--- src/core/sas_pkg.sv ---
// Constants and types shared by the ADC sequencer design
package sas_pkg;
    // Result and bus widths
    localparam int RES_W = 11;
    localparam int BUS_W = 12;
    localparam int NUM_REGS = 4;
    // Phase lengths in system clock cycles
    localparam logic [5:0] ACQ_CYCLES = 6'd20;
    localparam logic [5:0] CONV_CYCLES = 6'd40;
    // Register addresses on the two address lines
    localparam logic [1:0] ADDR_PHASE_ONE = 2'h0;
    localparam logic [1:0] ADDR_PHASE_TWO = 2'h1;
    localparam logic [1:0] ADDR_PHASE_THREE = 2'h2;
    localparam logic [1:0] ADDR_AUX = 2'h3;
    // Channel set codes, {hi, lo}
    localparam logic [1:0] MODE_P23 = 2'h0;
    localparam logic [1:0] MODE_P23_AUX = 2'h1;
    localparam logic [1:0] MODE_P123 = 2'h2;
    localparam logic [1:0] MODE_P123_AUX = 2'h3;
    // Values after reset
    localparam logic [RES_W-1:0] RES_RST = 11'h000;
    localparam logic [BUS_W-1:0] BUS_RST = 12'h000;
    localparam logic [5:0] CNT_RST = 6'h00;

    typedef enum logic [1:0] {
        ST_IDLE = 2'b00,
        ST_ACQ = 2'b01,
        ST_CONV = 2'b10
    } sas_state_e;
endpackage : sas_pkg

--- src/core/sas_sync.sv ---
// Two-stage level synchroniser
`timescale 1ns/1ns
`default_nettype none
module sas_sync (
    input wire logic clk_sys,
    input wire logic nrst,
    input wire logic async_in,
    output logic sync_out
);
    logic meta_ff;

    always_ff @(posedge clk_sys)
    begin
        if (!nrst)
        begin
            meta_ff <= 1'b0;
            sync_out <= 1'b0;
        end
        else
        begin
            meta_ff <= async_in;
            sync_out <= meta_ff;
        end
    end
endmodule : sas_sync
`default_nettype wire

--- src/core/sas_top.sv ---
// Simultaneous-sampling ADC sequencer: sampling, SAR conversion, result readout
//
// Summary of operation
// - Each selected channel takes 40 clocks to convert, one after another.
// - Sample-and-hold acquisition lasts 20 clocks regardless of channel count.
// - Up to four channels are held together, then digitised one at a time.
// - Acquisition starts on the clock edge after start is seen high.
// - Busy goes low at conversion start, low 40 clocks per channel.
// - Busy returns high on the same edge that all converted result registers are updated.
// - Old results stay readable until n*40 clocks after conversion start.
// - Mode pins pick the channel set: 2+3, +aux, 1+2+3, all four.
// - Aux route pins pick one of four auxiliary inputs for the aux channel.
// - All channels use values captured on the clock edge that starts acquisition.
// - Eleven-bit result sits in bus bits 11:1; bit 0 reads zero.
// - Results are twos complement, left justified.
// - Each channel owns one register; sequences overwrite only their own.
// - Aux register holds the aux input chosen for that sequence.
// - Address 00 phase one, 01 phase two, 10 phase three, 11 aux.
// - Chip select and read strobe are active low; no response without select.
// - Addressed register drives the bus from one clock after select and read go low until one clock after either rises.
`timescale 1ns/1ns
`default_nettype none
module sas_top (
    input wire logic clk_sys,
    input wire logic nrst,
    input wire logic sample_start,
    input wire logic chan_set_sel_lo,
    input wire logic chan_set_sel_hi,
    input wire logic aux_route_sel_lo,
    input wire logic aux_route_sel_hi,
    input wire logic reg_addr_lo,
    input wire logic reg_addr_hi,
    input wire logic cs_n,
    input wire logic rd_n,
    input wire logic [sas_pkg::RES_W-1:0] phase_input_one,
    input wire logic [sas_pkg::RES_W-1:0] phase_input_two,
    input wire logic [sas_pkg::RES_W-1:0] phase_input_three,
    input wire logic [sas_pkg::RES_W-1:0] aux_input_zero,
    input wire logic [sas_pkg::RES_W-1:0] aux_input_one,
    input wire logic [sas_pkg::RES_W-1:0] aux_input_two,
    input wire logic [sas_pkg::RES_W-1:0] aux_input_three,
    output logic busy_n,
    output logic [sas_pkg::BUS_W-1:0] data_out,
    output logic data_oe_n
);
    sas_pkg::sas_state_e state_ff;
    logic start_sync;
    logic start_seen_ff;
    logic start_det;
    logic [5:0] cnt_ff;
    logic [1:0] chan_idx_ff;
    logic [1:0] mode_ff;
    logic [2:0] chan_cnt_ff;
    logic [sas_pkg::RES_W-1:0] held_ff [sas_pkg::NUM_REGS];
    logic [sas_pkg::RES_W-1:0] shadow_ff [sas_pkg::NUM_REGS];
    logic [sas_pkg::RES_W-1:0] result_ff [sas_pkg::NUM_REGS];
    logic [sas_pkg::RES_W-1:0] approx_ff;
    logic [sas_pkg::RES_W-1:0] trial;
    logic [sas_pkg::RES_W-1:0] aux_pick;
    logic [1:0] chan_id;
    logic [3:0] conv_mask;
    logic chan_last_cycle;
    logic seq_done;
    logic [1:0] rd_addr;
    logic rd_active;

    // Start input crosses into the clock domain first
    sas_sync u_start_sync (
        .clk_sys(clk_sys),
        .nrst(nrst),
        .async_in(sample_start),
        .sync_out(start_sync)
    );

    always_ff @(posedge clk_sys)
    begin
        if (!nrst)
            start_seen_ff <= 1'b0;
        else
            start_seen_ff <= start_sync;
    end

    // Rising edge only; a start held high does not retrigger
    assign start_det = start_sync && !start_seen_ff;
    // Converted channels run from a base register upward
    assign chan_id = (mode_ff[1] ? 2'h0 : 2'h1) + chan_idx_ff;
    always_comb
    begin
        unique case (mode_ff)
            sas_pkg::MODE_P23: conv_mask = 4'h6;
            sas_pkg::MODE_P23_AUX: conv_mask = 4'hE;
            sas_pkg::MODE_P123: conv_mask = 4'h7;
            sas_pkg::MODE_P123_AUX: conv_mask = 4'hF;
        endcase
    end

    always_comb
    begin
        unique case ({aux_route_sel_hi, aux_route_sel_lo})
            2'h0: aux_pick = aux_input_zero;
            2'h1: aux_pick = aux_input_one;
            2'h2: aux_pick = aux_input_two;
            2'h3: aux_pick = aux_input_three;
        endcase
    end

    assign chan_last_cycle = (state_ff == sas_pkg::ST_CONV)
        && (cnt_ff == sas_pkg::CONV_CYCLES - 6'd1);
    assign seq_done = chan_last_cycle && ({1'b0, chan_idx_ff} == chan_cnt_ff - 3'd1);

    // Sequencer: idle, acquisition, per-channel conversion
    always_ff @(posedge clk_sys)
    begin
        if (!nrst)
        begin
            state_ff <= sas_pkg::ST_IDLE;
            cnt_ff <= sas_pkg::CNT_RST;
            chan_idx_ff <= 2'h0;
        end
        else
        begin
            unique case (state_ff)
                sas_pkg::ST_IDLE:
                begin
                    if (start_det)
                    begin
                        state_ff <= sas_pkg::ST_ACQ;
                        cnt_ff <= sas_pkg::CNT_RST;
                    end
                end
                sas_pkg::ST_ACQ:
                begin
                    if (cnt_ff == sas_pkg::ACQ_CYCLES - 6'd1)
                    begin
                        state_ff <= sas_pkg::ST_CONV;
                        cnt_ff <= sas_pkg::CNT_RST;
                        chan_idx_ff <= 2'h0;
                    end
                    else
                        cnt_ff <= cnt_ff + 6'd1;
                end
                sas_pkg::ST_CONV:
                begin
                    if (seq_done)
                        state_ff <= sas_pkg::ST_IDLE;
                    if (chan_last_cycle)
                    begin
                        cnt_ff <= sas_pkg::CNT_RST;
                        chan_idx_ff <= chan_idx_ff + 2'h1;
                    end
                    else
                        cnt_ff <= cnt_ff + 6'd1;
                end
                default:
                begin
                    state_ff <= sas_pkg::ST_IDLE;
                    cnt_ff <= sas_pkg::CNT_RST;
                end
            endcase
        end
    end

    // Mode and aux route are latched once, so mid-sequence changes are harmless
    always_ff @(posedge clk_sys)
    begin
        if (!nrst)
        begin
            mode_ff <= sas_pkg::MODE_P23;
            chan_cnt_ff <= 3'd2;
        end
        else if (state_ff == sas_pkg::ST_IDLE && start_det)
        begin
            mode_ff <= {chan_set_sel_hi, chan_set_sel_lo};
            chan_cnt_ff <= 3'd2 + {2'b00, chan_set_sel_hi} + {2'b00, chan_set_sel_lo};
        end
    end

    // Sample-and-hold: all four inputs frozen at the start edge
    always_ff @(posedge clk_sys)
    begin
        if (!nrst)
        begin
            for (int i = 0; i < sas_pkg::NUM_REGS; i++)
                held_ff[i] <= sas_pkg::RES_RST;
        end
        else if (state_ff == sas_pkg::ST_IDLE && start_det)
        begin
            held_ff[sas_pkg::ADDR_PHASE_ONE] <= phase_input_one;
            held_ff[sas_pkg::ADDR_PHASE_TWO] <= phase_input_two;
            held_ff[sas_pkg::ADDR_PHASE_THREE] <= phase_input_three;
            held_ff[sas_pkg::ADDR_AUX] <= aux_pick;
        end
    end

    // Successive approximation, one bit decision per cycle, MSB first
    assign trial = (cnt_ff < 6'(sas_pkg::RES_W))
        ? (approx_ff | (11'h400 >> cnt_ff)) : approx_ff;

    always_ff @(posedge clk_sys)
    begin
        if (!nrst)
            approx_ff <= sas_pkg::RES_RST;
        else if (state_ff != sas_pkg::ST_CONV || chan_last_cycle)
            approx_ff <= sas_pkg::RES_RST;
        else if (trial <= held_ff[chan_id])
            approx_ff <= trial;
    end

    // Per-channel result waits in a shadow so old data stays readable
    always_ff @(posedge clk_sys)
    begin
        if (!nrst)
        begin
            for (int i = 0; i < sas_pkg::NUM_REGS; i++)
                shadow_ff[i] <= sas_pkg::RES_RST;
        end
        else if (chan_last_cycle)
            shadow_ff[chan_id] <= {~approx_ff[10], approx_ff[9:0]};
    end

    // All converted registers update together at the end
    always_ff @(posedge clk_sys)
    begin
        if (!nrst)
        begin
            for (int i = 0; i < sas_pkg::NUM_REGS; i++)
                result_ff[i] <= sas_pkg::RES_RST;
        end
        else if (seq_done)
        begin
            for (int i = 0; i < sas_pkg::NUM_REGS; i++)
            begin
                if (conv_mask[i] && 2'(i) == chan_id)
                    result_ff[i] <= {~approx_ff[10], approx_ff[9:0]};
                else if (conv_mask[i])
                    result_ff[i] <= shadow_ff[i];
            end
        end
    end

    // Busy low exactly for the conversion phase
    always_ff @(posedge clk_sys)
    begin
        if (!nrst)
            busy_n <= 1'b1;
        else if (state_ff == sas_pkg::ST_ACQ && cnt_ff == sas_pkg::ACQ_CYCLES - 6'd1)
            busy_n <= 1'b0;
        else if (seq_done)
            busy_n <= 1'b1;
    end

    // Read port; one clock of latency from strobe to bus
    assign rd_addr = {reg_addr_hi, reg_addr_lo};
    assign rd_active = !cs_n && !rd_n;

    always_ff @(posedge clk_sys)
    begin
        if (!nrst)
        begin
            data_out <= sas_pkg::BUS_RST;
            data_oe_n <= 1'b1;
        end
        else
        begin
            data_oe_n <= !rd_active;
            if (rd_active)
                data_out <= {result_ff[rd_addr], 1'b0};
            else
                data_out <= sas_pkg::BUS_RST;
        end
    end

    // Helper: count of cycles busy has been low
    logic [7:0] busy_lo_cnt_ff;
    always_ff @(posedge clk_sys)
    begin
        if (!nrst)
            busy_lo_cnt_ff <= 8'h00;
        else if (busy_n)
            busy_lo_cnt_ff <= 8'h00;
        else
            busy_lo_cnt_ff <= busy_lo_cnt_ff + 8'h01;
    end
endmodule : sas_top
`default_nettype wire

--- config.mk ---
export PLATFORM = sky130hd
export DESIGN_NAME = sas_top
export DESIGN_NICKNAME = d
export VERILOG_FILES = /design/src/core/sas_pkg.sv /design/src/core/sas_sync.sv /design/src/core/sas_top.sv
export SDC_FILE = /design/constraint.sdc
export NUM_CORES = 1
export LEC_CHECK = 0
export ABC_AREA = 1
export BUFFER_PORTS_ARGS = -buffer_cell sky130_fd_sc_hd__buf_2
export CORE_ASPECT_RATIO = 0.75
export CORE_UTILIZATION = 55
export DETAILED_ROUTE_END_ITERATION = 7
export PLACE_DENSITY_LB_ADDON = 0.15
export SLEW_MARGIN = 20
export SYNTH_ARGS = -nofsm -noshare
export SYNTH_HDL_FRONTEND = slang
export SYNTH_SLANG_ARGS = --single-unit
--- constraint.sdc ---
create_clock -name clk_sys -period 6.4 [get_ports clk_sys]
set_input_delay 0.96 -clock clk_sys [delete_from_list [all_inputs] [get_ports clk_sys]]
set_output_delay 0.96 -clock clk_sys [all_outputs]
set_load 0.01 [all_outputs]
---- Yosys cells after proc, flatten, opt, wreduce, memory -nomap -nowiden ----
Memories as Yosys holds them, arrays and structs flattened. A register that Yosys moved wholly into a read port is not among the register bits.
Index checks and enable logic that the tools add are counted.
word-level totals
  memories ................................ 3
  flip-flop bits (word level) ............. 32
  logic and storage cells ................. 160
  output and inout bits ................... 14
  bits in writable memories ............... 132
operators by class
  order comparisons ....................... 2
  $add $sub $neg .......................... 6
  bitwise logic cells ..................... 15
  mux-type cells .......................... 75
  equal/unequal tests ..................... 19
  shift-type cells ........................ 1
  reductions and logical operators ........ 27
memories
  name       words  width  read ports  clocked after Yosys merged registers in  wr ports  RTL line       source
  held_ff    4      11     1           0                                        4         sas_top.sv:54  logic [sas_pkg::RES_W-1:0] held_ff [sas_pkg::NUM_REGS];
  result_ff  4      11     1           1                                        4         sas_top.sv:56  logic [sas_pkg::RES_W-1:0] result_ff [sas_pkg::NUM_REGS];
  shadow_ff  4      11     4           0                                        4         sas_top.sv:55  logic [sas_pkg::RES_W-1:0] shadow_ff [sas_pkg::NUM_REGS];
operator list
  operator                 count
  $mux W11                 14
  $mux W1                  47
  $pmux W11 S4             1
  $mux W6                  3
  $pmux W6 S3              1
  $pmux W4 S4              1
  $mux W2                  6
  $or A1 B1 Y1             12
  $le A11 B11 Y1           1
  $or A11 B11 Y11          1
  $reduce_or A11 Y1        1
  $shr A11 B6 Y11 const A  1
  $eq A2 B2 Y1 const B     5
  $logic_and A1 B1 Y1      10
  $logic_not A2 Y1         4
  $ne A2 B2 Y1 const B     4
  $add A6 B1 Y6 const B    1
  $eq A2 B1 Y1 const B     3
  $eq A6 B5 Y1 const B     1
  $eq A6 B6 Y1 const B     1
  $lt A6 B4 Y1 const B     1
  $pmux W2 S3              1
  $reduce_and A3 Y1        2
  $logic_not A1 Y1         5
  15 further kinds         18

---- Longest topological paths before layout ----
  word-level depth ........................ 10
  gate-level depth with buffers ........... 21
  depth with buffers taken out ............ 19

---- Hierarchy ----
A second synthesis with hierarchy kept.
unflattened totals
  cell total of the unflattened synthesis .. 908
  area, all modules ....................... 8219.1 um2
modules (own cells, without submodules)
  module    cells an instance  area an instance (um2)  instances  sequential area each (um2)
  sas_top   902                8164.1                  1          4764.6
  sas_sync  6                  55.1                    1          40.0

---- Worst setup path after synthesis ----
Ideal clock, no wire load.
  kind .................................... reg-to-reg
  from .................................... register mode_ff[1]
  to ...................................... register approx_ff[7] in the netlist's numbering
  cell stages (with the launch flop) ...... 20
  slack ................................... 3.757 ns
  data required time ...................... 6.289 ns
  library setup time ...................... 0.111 ns
  arrival ................................. 2.532 ns
  cells stage by stage .................... dfxtp_1 -> inv_1 -> ha_1 -> inv_1 -> nand2_1 -> inv_1 -> buf_2 -> nand2_1 -> nand3_1 -> inv_1 -> ha_1 -> nand2_1 -> nor2_1 -> and2_1 -> nand2_1 -> nand3_1 -> clkbuf_1 -> nand3_1 -> nand3b_1 -> inv_1
on the way
  cells in the longest elaborated chain, start to end .. 4
ends and longest elaborated chain
  item                    RTL line        source
  start, declared         sas_top.sv:52   logic [1:0] mode_ff;
  start signal, assigned  sas_top.sv:168  mode_ff <= sas_pkg::MODE_P23;
  start signal, assigned  sas_top.sv:173  mode_ff <= {chan_set_sel_hi, chan_set_sel_lo};
  $mux W1                 sas_top.sv:86   assign chan_id = (mode_ff[1] ? 2'h0 : 2'h1) + chan_idx_ff;
  $add A1 B2 Y2           sas_top.sv:86
  $mem_v2 Z4 W11          n/a
  $le A11 B11 Y1          sas_top.sv:205  else if (trial <= held_ff[chan_id])
  end signal, assigned    sas_top.sv:202  approx_ff <= sas_pkg::RES_RST;
  end signal, assigned    sas_top.sv:204  approx_ff <= sas_pkg::RES_RST;
  end signal, assigned    sas_top.sv:206  approx_ff <= trial;
  end, declared           sas_top.sv:57   logic [sas_pkg::RES_W-1:0] approx_ff;
No other way between the ends.
A chain may end at the register's enable or synchronous reset.

---- Worst setup path after layout ----
  from .................................... register mode_ff[1]
  to ...................................... register approx_ff[5] in the netlist's numbering
The elaborated chain is that of the path after synthesis.

==> metrics <==
status finished clean; Power Dens Cells 271 nW/um2; Die X 145 um; slowest stage delay, CP a little over 0.8 ns; setup TNS 0 ns; most common cell after layout, fill and taps aside nor2_1; sequence of cells on the critical path inv_1, ha_1, inv_1, nand2_1, inv_1, nand2_1, nand3_1, inv_1, ha_1, nand2_1, nor2_1, and2_1, nand4_1, nand3_1, nand3b_1, inv_1; # Post-CTS Setup Buffers 0; Slew Limit Fails 0; full die area around 16000 um2; register area share after synthesis 57.0%; GRT Residual Overflow 0; per-cell routed wire length 17.5 um; Num CTS Buffers 17; synthesized flop and latch total approximately 170; syn nets slightly above 1000; Post-synth ARST share 0%; syn_area_per_cell 9.34 um2; share of layout cells above drive strength 1 around 20%; via count 6668; Routed Antenna Nets 0; row cnt 38; Port Buffers 100; final WL 21000 um; Initial Utilization 57.4%; Max FO, Critical Path 25; residual DRC count 0; Placer Congestion 0.903; Warnings, synthesis 0; Layout area overhead 13.6%; maximum clock path buffer count 2; gr usage total 27.9%; post-synth cell types 43; Worst VDD drop approximately 0.00015 V; final clock skew 0.0126 ns; initial antenna violation count 0; Slowest-stage cell, CP ha_1; Ant. Diodes 0; most frequent cells in the layout 144 x nor2_1, 137 x nand2_1, 132 x edfxtp_1; DP HPWL 14900 um; final setup violating endpoints 0; Mapped Area 8430 um2; clock tree sinks 174; HP Class reg -> reg; normalized max-slew margin between 20 and 30%; Worst EP arrival 4.58 ns; Final nets 1090; Max Clk Rate 0.238 GHz; Worst Path Buf+Inv 5; Root Driver clkbuf_16; CP top delay family simple AND/OR/NAND/NOR gates; Synth Instances 903; die height 109 um; maxcap violations 0; startpoint types flip-flop; final hold violations 0; largest net degree at the start of global routing 48; post_cts resized 0; critical path class reg -> reg; Primary FF master, synth edfxtp_1; Final period util 65.7%; Yosys top cell area share 47.0%; Post-synth EDFFs 132; core region area 14700 um2; vias per cell 5.57; Iter 0 DRT Violations 796; number of H-tree levels 4; Tightest Pin Transition between 1 and 1.5 ns; Total Power 2600 uW; unrepaired setup endpoints after global routing no; CP Data Required Time around 6.8 ns; CTS tree done; minimum clock period between 4 and 5 ns; final core area utilization approximately 65%; dominant cells by area after synthesis edfxtp_1 47%, dfxtp_1 10%, nor2_1 6.4%; CP Capture Type flip-flop; post-synth top area cell edfxtp_1; vias in the first global route 5941; cell with the most instances on the worst path inv_1; hold buffers post-CTS 0; clk slew on worst S/H paths 0.07 ns; Clk Latency, worst-skew pair 0.44 ns; TritonRoute pass-1 iters 5; Leak Pwr 0.00399 uW; num ports between 100 and 150; global-route wire length before repair ~33000 um
[worst min-delay path: cells and delay by family, from the launching register on]
| kind | cells | cell delay (ns) |
|---|---|---|
| DFF | 1 | 0.30 |
| and+or+nand+nor | 1 | 0.06 |
| buffers and inverters | 1 | 0.03 |
[Yosys cell counts, types with 2 or more instances]
cell      number
o221ai_1       2
a221oi_1       8
a31oi_1        7
o21ai_2       10
ha_1          18
nor3_1        16
nand4_1        3
a21oi_2       25
nand2_1      138
nand2_4        4
buf_6          5
nor2_2         2
o21ai_0       50
buf_2          7
xor2_1         4
nand3b_1       6
buf_1          6
inv_2          6
a22o_1         2
nor2_1       144
inv_1        113
o22ai_1        2
edfxtp_1     132
nand2_2       12
clkbuf_1      23
dfxtp_1       42
nand3_1       52
a22oi_1       10
a21oi_1       40
[flip-flops by register name, summed over array words and instances (netlist names)]
name	flops
u_start_sync.meta_ff	1
mode_ff	2
approx_ff	11
state_ff	2
u_start_sync.sync_out	1
start_seen_ff	1
busy_n	1
chan_cnt_ff	3
held_ff	44
chan_idx_ff	2
data_oe_n	1
shadow_ff	44
result_ff	44
cnt_ff	6
data_out	11
[power by group]
part / internal (uW) / total [uW] / switching (uW)
Sequential: 1260 / 1280 / 19.1
Clock: 566 / 1020 / 451
Combinational: 88.9 / 296 / 207
[cell families after synthesis]
family	after synthesis	share of synthesized area, %
AND/OR/NAND/NOR	383	19.8
adder cells (fa/ha/maj)	18	2.67
buffers and inverters	163	8.00
flip-flops	174	57.0
XOR/XNOR	5	0.519
AO/OA/AOI/OAI	159	12.0
other	1	0.0445
[area by class of cell]
class | count | area [um2]
sequential | 174 | 4800
inverter | 120 | 452
tap | 200 | 250
multi-input combinational | 566 | 2960
timing repair buffer | 105 | 538
fill | 1191 | 5110
clock buffer | 19 | 454
clock inverter | 13 | 124
[per-layer routing]
metal  vias to the layer above  routed length, um  global-route usage (%)
li1                       3174                  -                       -
met1                      3151               9950                    41.0
met2                       321               8700                    39.5
met3                        22               2080                    8.28
met4                         0                269                    8.13
met5                         -                  0                       0
[path summary, 6_finish.rpt]
check                                           from                    end  slack, ns  cells past startpoint
worst max register to register            mode_ff[1]           approx_ff[5]       2.19                     16
worst max-delay path                      mode_ff[1]           approx_ff[5]       2.19                     16
worst min-delay path            u_start_sync.meta_ff  u_start_sync.sync_out       0.42                      2
worst min register to register  u_start_sync.meta_ff  u_start_sync.sync_out       0.42                      2
[stage by stage]
| stage | cell area, um2 | hold slack (ns) | instances | setup WS (ns) |
|---|---|---|---|---|
| 6_report | 9580 | 0.424 | 1197 | 2.19 |
| 5_1_grt | 9580 | 0.454 | 1197 | 1.75 |
| 4_1_cts | 9580 | 0.436 | 1197 | 2.25 |
| 3_5_place_dp | 9000 | 0.427 | 1165 | 2.28 |
| 3_3_place_gp | 9000 | 0.426 | 1165 | 2.44 |
| 2_1_floorplan | 8430 | 0.390 | 903 | 3.76 |
No activity file was read; power rests on OpenSTA's default activity.
